<file path="config.mk">
export PLATFORM = sky130hd
export DESIGN_NAME = cdsr_regs
export DESIGN_NICKNAME = d
export VERILOG_FILES = /design/src/common/cdsr_pkg.sv /design/src/design/cdsr_regs.sv /design/src/design/cdsr_div4.sv
export SDC_FILE = /design/constraint.sdc
export NUM_CORES = 1
export LEC_CHECK = 0
export BUFFER_PORTS_ARGS = -buffer_cell sky130_fd_sc_hd__buf_2
export CORE_MARGIN = 8
export CORE_UTILIZATION = 53
export CTS_CLUSTER_DIAMETER = 120
export DETAILED_ROUTE_END_ITERATION = 12
export PLACE_DENSITY = 0.79
export SYNTH_ARGS = -nofsm -noshare
export SYNTH_HDL_FRONTEND = slang
export SYNTH_SLANG_ARGS = --single-unit
</file>
<file path="constraint.sdc">
create_clock -name SYS_CLK -period 4 [get_ports SYS_CLK]
set_clock_uncertainty 0.15 [all_clocks]
set_input_delay 0.8 -clock SYS_CLK [delete_from_list [all_inputs] [get_ports SYS_CLK]]
set_output_delay 0.8 -clock SYS_CLK [all_outputs]
set_load 0.02 [all_outputs]
</file>
<file path="src/common/cdsr_pkg.sv">
// constants for the clock delay and sync register bank
package cdsr_pkg;
  localparam int ADDR_W = 4;
  localparam int DATA_W = 16;
  localparam logic [3:0] ADDR_COARSE = 4'hc;
  localparam logic [3:0] ADDR_FINE   = 4'hd;
  localparam logic [3:0] ADDR_SYNC   = 4'he;
  localparam logic [15:0] RST_COARSE = 16'h0004;
  localparam logic [15:0] RST_FINE   = 16'h0000;
  localparam logic [15:0] RST_SYNC   = 16'h0003;
  // writable bit masks; reserved bits read zero
  localparam logic [15:0] MASK_COARSE = 16'hfffc;
  localparam logic [15:0] MASK_FINE   = 16'hfdff;
  localparam logic [15:0] MASK_SYNC   = 16'hffdf;
  localparam int COARSE_LSB = 4;
  localparam int COARSE_W   = 12;
  localparam int APER_SEL_BIT = 3;
  localparam int DCC_BIT      = 2;
  localparam int FINE_LSB     = 10;
  localparam int FINE_W       = 6;
  localparam int FILT_SEL_BIT = 8;
  localparam int TUNE_LSB     = 0;
  localparam int TUNE_W       = 8;
  localparam int REFD_LSB     = 6;
  localparam int REFD_W       = 10;
  localparam int PHASE_LSB    = 3;
  localparam int SLAVE_BIT    = 2;
  localparam int OUTDIS_BIT   = 1;
  localparam int RSTDIS_BIT   = 0;
  localparam logic [11:0] COARSE_MAX = 12'h97f;
  localparam logic [9:0]  REFD_MAX   = 10'h27f;
  localparam logic [1:0]  DIV4_LAST  = 2'h3;
endpackage

</file>
<file path="src/design/cdsr_regs.sv">
// clock delay, filter and multi-chip sync register bank
`timescale 1ns/1ps
module cdsr_regs (
  input  wire logic        SYS_CLK,
  input  wire logic        RST,
  input  wire logic        WR_EN,
  input  wire logic        RD_EN,
  input  wire logic [3:0]  ADDR,
  input  wire logic [15:0] WDATA,
  output logic      [15:0] RDATA,
  output logic      [11:0] COARSE_DELAY,
  output logic      [5:0]  FINE_DELAY,
  output logic      [12:0] TOTAL_DELAY,
  output logic             APERTURE_EN,
  output logic             FILTER_EN,
  output logic      [7:0]  TANK_FILTER_TUNE,
  output logic             DUTY_CYCLE_CORRECT_EN,
  output logic      [9:0]  REF_CLOCK_DELAY,
  output logic      [1:0]  REF_PHASE_SELECT,
  output logic             SLAVE_ENABLE,
  output logic             REF_CLOCK_OUT_A,
  output logic             REF_CLOCK_OUT_B,
  output logic             OUTPUT_CLOCK_RESET_EN,
  input  wire logic        OUTPUT_CLOCK_RESET_PIN,
  output logic             OUTPUT_CLOCK_RESET
);
  logic [15:0] coarse_reg;
  logic [15:0] fine_reg;
  logic [15:0] sync_reg;
  logic [11:0] coarse_code;
  logic [5:0]  fine_code;
  logic [9:0]  refd_code;
  logic        aper_on;
  logic        div4;
  logic        pin_meta_reg;
  logic        pin_sync_reg;

  assign coarse_code = coarse_reg[cdsr_pkg::COARSE_LSB +: cdsr_pkg::COARSE_W];
  assign fine_code   = fine_reg[cdsr_pkg::FINE_LSB +: cdsr_pkg::FINE_W];
  assign refd_code   = sync_reg[cdsr_pkg::REFD_LSB +: cdsr_pkg::REFD_W];
  // filter select alone is enough; then aperture select is don't-care
  assign aper_on = fine_reg[cdsr_pkg::FILT_SEL_BIT] | coarse_reg[cdsr_pkg::APER_SEL_BIT];

  // reserved bits are masked so they always read back zero
  always_ff @(posedge SYS_CLK) begin
    if (RST) begin
      coarse_reg <= cdsr_pkg::RST_COARSE;
    end else if (WR_EN && ADDR == cdsr_pkg::ADDR_COARSE) begin
      coarse_reg <= WDATA & cdsr_pkg::MASK_COARSE;
    end
  end

  always_ff @(posedge SYS_CLK) begin
    if (RST) begin
      fine_reg <= cdsr_pkg::RST_FINE;
    end else if (WR_EN && ADDR == cdsr_pkg::ADDR_FINE) begin
      fine_reg <= WDATA & cdsr_pkg::MASK_FINE;
    end
  end

  always_ff @(posedge SYS_CLK) begin
    if (RST) begin
      sync_reg <= cdsr_pkg::RST_SYNC;
    end else if (WR_EN && ADDR == cdsr_pkg::ADDR_SYNC) begin
      sync_reg <= WDATA & cdsr_pkg::MASK_SYNC;
    end
  end

  // read data registered; unmapped addresses read zero
  always_ff @(posedge SYS_CLK) begin
    if (RST) begin
      RDATA <= 16'h0000;
    end else if (RD_EN) begin
      unique case (ADDR)
        cdsr_pkg::ADDR_COARSE: RDATA <= coarse_reg;
        cdsr_pkg::ADDR_FINE:   RDATA <= fine_reg;
        cdsr_pkg::ADDR_SYNC:   RDATA <= sync_reg;
        default:               RDATA <= 16'h0000;
      endcase
    end
  end

  // delay controls, coarse code saturated, all gated by the select bits
  always_ff @(posedge SYS_CLK) begin
    if (RST) begin
      COARSE_DELAY <= 12'h000;
      FINE_DELAY   <= 6'h00;
      TOTAL_DELAY  <= 13'h0000;
      APERTURE_EN  <= 1'b0;
      FILTER_EN    <= 1'b0;
    end else begin
      APERTURE_EN <= aper_on;
      FILTER_EN   <= fine_reg[cdsr_pkg::FILT_SEL_BIT];
      if (aper_on) begin
        COARSE_DELAY <= (coarse_code > cdsr_pkg::COARSE_MAX) ? cdsr_pkg::COARSE_MAX : coarse_code;
        FINE_DELAY   <= fine_code;
        TOTAL_DELAY  <= {1'b0, ((coarse_code > cdsr_pkg::COARSE_MAX) ? cdsr_pkg::COARSE_MAX : coarse_code)}
                        + {7'h00, fine_code};
      end else begin
        COARSE_DELAY <= 12'h000;
        FINE_DELAY   <= 6'h00;
        TOTAL_DELAY  <= 13'h0000;
      end
    end
  end

  // thermometer tune passed unchanged; analog tank decodes the bit count
  always_ff @(posedge SYS_CLK) begin
    if (RST) begin
      TANK_FILTER_TUNE      <= 8'h00;
      DUTY_CYCLE_CORRECT_EN <= 1'b1;
    end else begin
      TANK_FILTER_TUNE      <= fine_reg[cdsr_pkg::TUNE_LSB +: cdsr_pkg::TUNE_W];
      DUTY_CYCLE_CORRECT_EN <= coarse_reg[cdsr_pkg::DCC_BIT];
    end
  end

  always_ff @(posedge SYS_CLK) begin
    if (RST) begin
      REF_CLOCK_DELAY  <= 10'h000;
      REF_PHASE_SELECT <= 2'h0;
      SLAVE_ENABLE     <= 1'b0;
    end else begin
      REF_CLOCK_DELAY  <= (refd_code > cdsr_pkg::REFD_MAX) ? cdsr_pkg::REFD_MAX : refd_code;
      REF_PHASE_SELECT <= sync_reg[cdsr_pkg::PHASE_LSB +: 2];
      SLAVE_ENABLE     <= sync_reg[cdsr_pkg::SLAVE_BIT];
    end
  end

  // output enable ignores the slave bit on purpose
  cdsr_div4 u_div4 (
    .clk      (SYS_CLK),
    .rst      (RST),
    .en       (!sync_reg[cdsr_pkg::OUTDIS_BIT]),
    .clk_div4 (div4)
  );

  always_ff @(posedge SYS_CLK) begin
    if (RST) begin
      REF_CLOCK_OUT_A <= 1'b0;
      REF_CLOCK_OUT_B <= 1'b0;
    end else begin
      REF_CLOCK_OUT_A <= div4;
      REF_CLOCK_OUT_B <= div4;
    end
  end

  // reset pin is asynchronous to us: two flops before use
  always_ff @(posedge SYS_CLK) begin
    if (RST) begin
      pin_meta_reg <= 1'b0;
      pin_sync_reg <= 1'b0;
    end else begin
      pin_meta_reg <= OUTPUT_CLOCK_RESET_PIN;
      pin_sync_reg <= pin_meta_reg;
    end
  end

  always_ff @(posedge SYS_CLK) begin
    if (RST) begin
      OUTPUT_CLOCK_RESET_EN <= 1'b0;
      OUTPUT_CLOCK_RESET    <= 1'b0;
    end else begin
      OUTPUT_CLOCK_RESET_EN <= !sync_reg[cdsr_pkg::RSTDIS_BIT];
      OUTPUT_CLOCK_RESET    <= !sync_reg[cdsr_pkg::RSTDIS_BIT] && pin_sync_reg;
    end
  end

  a_coarse_sat: assert property (@(posedge SYS_CLK) disable iff (RST)
    (aper_on && coarse_code > cdsr_pkg::COARSE_MAX) |=> COARSE_DELAY == cdsr_pkg::COARSE_MAX)
    else $error("coarse delay not saturated");
  a_coarse_pass: assert property (@(posedge SYS_CLK) disable iff (RST)
    (aper_on && coarse_code <= cdsr_pkg::COARSE_MAX) |=> COARSE_DELAY == $past(coarse_code))
    else $error("coarse delay not linear");
  a_delay_gated: assert property (@(posedge SYS_CLK) disable iff (RST)
    !aper_on |=> (COARSE_DELAY == 12'h000 && FINE_DELAY == 6'h00))
    else $error("delay applied while disabled");
  a_filt_overrides: assert property (@(posedge SYS_CLK) disable iff (RST)
    fine_reg[cdsr_pkg::FILT_SEL_BIT] |=> (APERTURE_EN && FILTER_EN))
    else $error("filter select did not enable aperture");
  a_fine_applied: assert property (@(posedge SYS_CLK) disable iff (RST)
    coarse_reg[cdsr_pkg::APER_SEL_BIT] |=> FINE_DELAY == $past(fine_code))
    else $error("fine delay not applied");
  a_total_sum: assert property (@(posedge SYS_CLK) disable iff (RST)
    APERTURE_EN |-> TOTAL_DELAY == {1'b0, COARSE_DELAY} + {7'h00, FINE_DELAY})
    else $error("total delay not the sum");
  a_refd_sat: assert property (@(posedge SYS_CLK) disable iff (RST)
    refd_code >= cdsr_pkg::REFD_MAX |=> REF_CLOCK_DELAY == cdsr_pkg::REFD_MAX)
    else $error("reference delay not saturated");
  a_refout_off: assert property (@(posedge SYS_CLK) disable iff (RST)
    sync_reg[cdsr_pkg::OUTDIS_BIT] [*3] |=> (!REF_CLOCK_OUT_A && !REF_CLOCK_OUT_B))
    else $error("reference outputs active while disabled");
  a_refout_toggle: assert property (@(posedge SYS_CLK) disable iff (RST)
    (!sync_reg[cdsr_pkg::OUTDIS_BIT] [*8]) |-> (REF_CLOCK_OUT_A != $past(REF_CLOCK_OUT_A, 2)))
    else $error("reference output not clk/4");
  a_rst_gate: assert property (@(posedge SYS_CLK) disable iff (RST)
    sync_reg[cdsr_pkg::RSTDIS_BIT] |=> !OUTPUT_CLOCK_RESET)
    else $error("data clock reset while disabled");
  a_dcc_follow: assert property (@(posedge SYS_CLK) disable iff (RST)
    ##1 DUTY_CYCLE_CORRECT_EN == $past(coarse_reg[cdsr_pkg::DCC_BIT]))
    else $error("duty cycle enable wrong");

  // one-edge follow checks for the delay, filter and sync controls plus a same-edge coarse delay bound, not the reference clock outputs
  a_fine_pass: assert property (@(posedge SYS_CLK) disable iff (RST)
    aper_on |=> FINE_DELAY == $past(fine_code))
    else $error("fine delay not passed");

  a_total_off: assert property (@(posedge SYS_CLK) disable iff (RST)
    !aper_on |=> TOTAL_DELAY == 13'h0000)
    else $error("total delay applied while disabled");

  a_aper_follow: assert property (@(posedge SYS_CLK) disable iff (RST)
    1'b1 |=> APERTURE_EN == $past(aper_on))
    else $error("aperture enable wrong");

  a_filter_follow: assert property (@(posedge SYS_CLK) disable iff (RST)
    1'b1 |=> FILTER_EN == $past(fine_reg[cdsr_pkg::FILT_SEL_BIT]))
    else $error("filter enable wrong");

  a_tune_follow: assert property (@(posedge SYS_CLK) disable iff (RST)
    1'b1 |=> TANK_FILTER_TUNE == $past(fine_reg[cdsr_pkg::TUNE_LSB +: cdsr_pkg::TUNE_W]))
    else $error("filter tune not passed");

  a_phase_follow: assert property (@(posedge SYS_CLK) disable iff (RST)
    1'b1 |=> REF_PHASE_SELECT == $past(sync_reg[cdsr_pkg::PHASE_LSB +: 2]))
    else $error("phase select wrong");

  a_slave_follow: assert property (@(posedge SYS_CLK) disable iff (RST)
    1'b1 |=> SLAVE_ENABLE == $past(sync_reg[cdsr_pkg::SLAVE_BIT]))
    else $error("slave enable wrong");

  a_refd_pass: assert property (@(posedge SYS_CLK) disable iff (RST)
    refd_code < cdsr_pkg::REFD_MAX |=> REF_CLOCK_DELAY == $past(refd_code))
    else $error("reference delay not linear");

  a_coarse_max: assert property (@(posedge SYS_CLK) disable iff (RST)
    COARSE_DELAY <= cdsr_pkg::COARSE_MAX)
    else $error("coarse delay above maximum");

  // both drivers come from one divider, so they never part
  a_refout_pair: assert property (@(posedge SYS_CLK) disable iff (RST)
    REF_CLOCK_OUT_A == REF_CLOCK_OUT_B)
    else $error("reference outputs differ");

  a_div4_off: assert property (@(posedge SYS_CLK) disable iff (RST)
    sync_reg[cdsr_pkg::OUTDIS_BIT] |=> !div4)
    else $error("divider running while disabled");

  a_rsv_coarse: assert property (@(posedge SYS_CLK) disable iff (RST)
    (coarse_reg & ~cdsr_pkg::MASK_COARSE) == 16'h0000)
    else $error("coarse reserved bits set");

  a_rsv_fine: assert property (@(posedge SYS_CLK) disable iff (RST)
    (fine_reg & ~cdsr_pkg::MASK_FINE) == 16'h0000)
    else $error("fine reserved bit set");

  a_rsv_sync: assert property (@(posedge SYS_CLK) disable iff (RST)
    (sync_reg & ~cdsr_pkg::MASK_SYNC) == 16'h0000)
    else $error("sync reserved bit set");

  a_ocr_en_follow: assert property (@(posedge SYS_CLK) disable iff (RST)
    1'b1 |=> OUTPUT_CLOCK_RESET_EN == $past(!sync_reg[cdsr_pkg::RSTDIS_BIT]))
    else $error("data clock reset enable wrong");

  a_ocr_follow: assert property (@(posedge SYS_CLK) disable iff (RST)
    1'b1 |=> OUTPUT_CLOCK_RESET == ($past(!sync_reg[cdsr_pkg::RSTDIS_BIT]) && $past(pin_sync_reg)))
    else $error("data clock reset not gated pin");

  // read data must not move between reads
  a_rdata_hold: assert property (@(posedge SYS_CLK) disable iff (RST)
    !RD_EN |=> $stable(RDATA))
    else $error("read data changed without read");
endmodule

</file>
<file path="src/design/cdsr_div4.sv">
// divide-by-four reference clock generator
`timescale 1ns/1ps
module cdsr_div4 (
  input  wire logic       clk,
  input  wire logic       rst,
  input  wire logic       en,
  output logic            clk_div4
);
  logic [1:0] cnt_reg;

  always_ff @(posedge clk) begin
    if (rst || !en) begin
      cnt_reg <= 2'h0;
    end else begin
      cnt_reg <= cnt_reg + 2'h1;
    end
  end

  // msb of a 2-bit counter toggles every two cycles: period of four
  always_ff @(posedge clk) begin
    if (rst || !en) begin
      clk_div4 <= 1'b0;
    end else begin
      clk_div4 <= (cnt_reg + 2'h1) >= 2'h2;
    end
  end
endmodule

</file>
==> metrics.cfg <==
[outcome]
outcome = completed

[grt]
grt_pass1_vias = 3665
grt.total_usage_pct = 20.3
grt-ovfl-total = 0
grt_pass1_wl_mm = 18.3
grt_max_degree = 73
antenna_found_initial = 0

[drt]
vias_per_cell = 5.53
ant_nets = 0
via_count = 3758
drt_pass1_iterations = 5
drt_iter0_markers = 386
wl_mm = 11.5
drc = 0
detail_route.wl_per_cell_um = 16.9

[layout]
antenna_cells = 0
drive_gt1_share_pct = 25.2
largest_register_ffs = 16
final_nets = 595
synthToLayoutAreaGrowth_pct = 24.7

[floorplanning]
top_level_ports = 100
num_rows = 33
fp.coreArea_um2 = 8130
dieHeight_um = 107
initial_core_util_pct = 53.8
die_area_um2 = 11400
die_w_um = 107

[setup_path]
required_ps = 4250
crit_arrival_ps = 3230
r2r-start = coarse_reg[12]
criticalPathCategory = reg2reg
critPathBufInv = 1
end_kind = register
max_stage_delay_ps = 470
r2r_slack_ps = 1030
path_delay_family = simple AND/OR/NAND/NOR gates
crit_path_cell_trace = a211o_1 -> and2_4 -> or2_1 -> ha_1 -> inv_1 -> fa_1 -> nor2b_1 -> o31a_1 -> o22ai_2 -> nor3b_1 -> mux2_2
reg2reg_depth = 11
reg2reg_to = TOTAL_DELAY[8]
crit_slowest_cell = dfxtp_1
start_kind = register
worstPathMaxFanout = 9

[synthesis]
synth-simple-area-share_pct = 22.9
synthXorXnorAreaFrac_pct = 0.800
yosysWarnings = 0
synth.area.mux_share_pct = 0.771
synthFlopType = dfxtp_1
ys_seq_elements = 122
synth_area_um2 = 4380
netlist_instances = 474
synth_adder_area_share_pct = 2.17
avgSynthCellArea_um2 = 9.24
seq_area_frac_synth_pct = 55.8
yosys.area.top_type = dfxtp_1
synth_cell_types = 45
synth_top_area_share_pct = 55.8
synth-edff-count = 0
synth_nets = 506
synth_top_family_by_area = simple AND/OR/NAND/NOR gates
synthArstFlopShare_pct = 0
yosys-top-cells-count = dfxtp_1 (122), nand2_1 (92), a21oi_1 (44)
synth_compound_area_share_pct = 13.2
synth.top_cells.by_area = dfxtp_1 (56%), nand2_1 (7.9%), a21oi_1 (5.0%), nor2_1 (3.1%), a222oi_1 (2.7%)
post-synth-top-count-cell = dfxtp_1

[placed_design]
io_buffers = 99
gp_congestion = 0.854
dp_hpwl_mm = 7.86

[power_and_ir_drop]
combPwrFrac_pct = 2.8
p_clk_share_pct = 53.9
seqPwrFrac_pct = 43.3
p_sw_mw = 0.593
swShare_pct = 20.8
p_leak_nw = 2.34
power_density_nw_per_um2 = 522
p_int_mw = 2.26
peakVddDrop_uv = 321

[clock_tree]
cts_root_buf = clkbuf_8
clock_sinks = 122
htree_levels = 4
clkTransAtPathRegs_ps = 60
clk_latency_ps = 520
cts_buffers = 17
cts_tree = built
cts_buffer_depth = 2
cts_resized = 0
postCtsSetupBuffers = 0
cts_hold_buf = 0

[timing]
tightest_slew_ps = 900
hold-worst-slack_ps = 273
relSlewSlack_pct = 39.8
period_needed_ps = 2970
rsz0062_at_grt = no
fmax_mhz = 336
finalSetupViolations = 0
maxSlewViolCount = 0
period_share_pct = 74.3
setup_tns_ps = 0
hold_viol = 0

[hold_path]
whs_path_depth = 1
whs_endpoint = OUTPUT_CLOCK_RESET
hp-start = pin_sync_reg
hold_path.class = reg2reg

[run]
cap_viol_max_count = 0

==> power by group through the flow <==
stage / sequential (mW) / clock (mW) / combinational (mW)
after floorplan: 1.26 / 0 / 0.0450
after global placement: 1.26 / 0 / 0.0766
after detailed placement: 1.26 / 0 / 0.0780
after CTS: 1.23 / 1.55 / 0.0786
after global routing: 1.23 / 1.61 / 0.0858
final: 1.23 / 1.54 / 0.0797
==> layer usage <==
layer  share of wire, %  vias to the layer above  track usage [%]  wire length (um)
met5                  0                        -                0                 0
met4                2.5                        0             11.6               287
met3                9.1                       24             6.72              1050
met2                 47                      189             32.0              5420
met1                 41                     1775             23.8              4730
li1                   -                     1770                -                 -
==> cell families (layout without fill, tap and decap cells) <==
family          after synthesis  count (layout)
other cells                   1               1
xor+xnor                      4               4
flops                       122             122
simple gates                210             210
buf+inv                      38             139
compound gates               89              89
fa+ha+maj                     7               7
mux                           3               3
==> layout make-up <==
cell class	instances	area, um^2
Tap cell	105	131
Inverter	6	22.5
Clock inverter	12	175
Sequential cell	122	2440
Fill cell	646	2670
Timing Repair Buffer	102	518
Multi-Input combinational cell	314	1750
Clock buffer	19	422
==> placed cells by master (no fill, tap or decap), types with 6 or more instances in the layout <==
cell type	netlist	final
ha_1	6	6
and2_1	17	17
a21oi_1	44	44
o21ai_0	13	13
dfxtp_1	122	122
nor2_1	36	36
inv_1	6	6
clkbuf_16	0	16
nand2_1	92	92
nand3_1	16	16
nor3_1	8	7
nor2b_1	19	19
a222oi_1	12	12
buf_2	8	99
==> through the flow <==
stage / setup slack, ps / std cells / util, % / power, mW / cell area [um^2]
after floorplan: 1210 / 474 / - / 1.30 / 4380
after global placement: 1170 / 649 / 59.8 / 1.34 / 4870
after detailed placement: 1080 / 649 / 59.8 / 1.34 / 4870
after CTS: 1060 / 680 / 67.2 / 2.86 / 5460
after global routing: 874 / 680 / 67.2 / 2.93 / 5460
final: 1030 / 680 / 67.2 / 2.85 / 5460
==> worst max-delay path by stage <==
stage	start	to	slack, ps	depth (start not counted)
floorplan	coarse_reg[12]	TOTAL_DELAY[9]	1210	12
CTS	coarse_reg[12]	TOTAL_DELAY[8]	1060	11
global route	coarse_reg[12]	TOTAL_DELAY[8]	870	11
detailed placement	coarse_reg[12]	TOTAL_DELAY[8]	1080	11
global placement	coarse_reg[12]	TOTAL_DELAY[9]	1170	10
finish	coarse_reg[12]	TOTAL_DELAY[8]	1030	11
(Power assumes the default switching activity.)
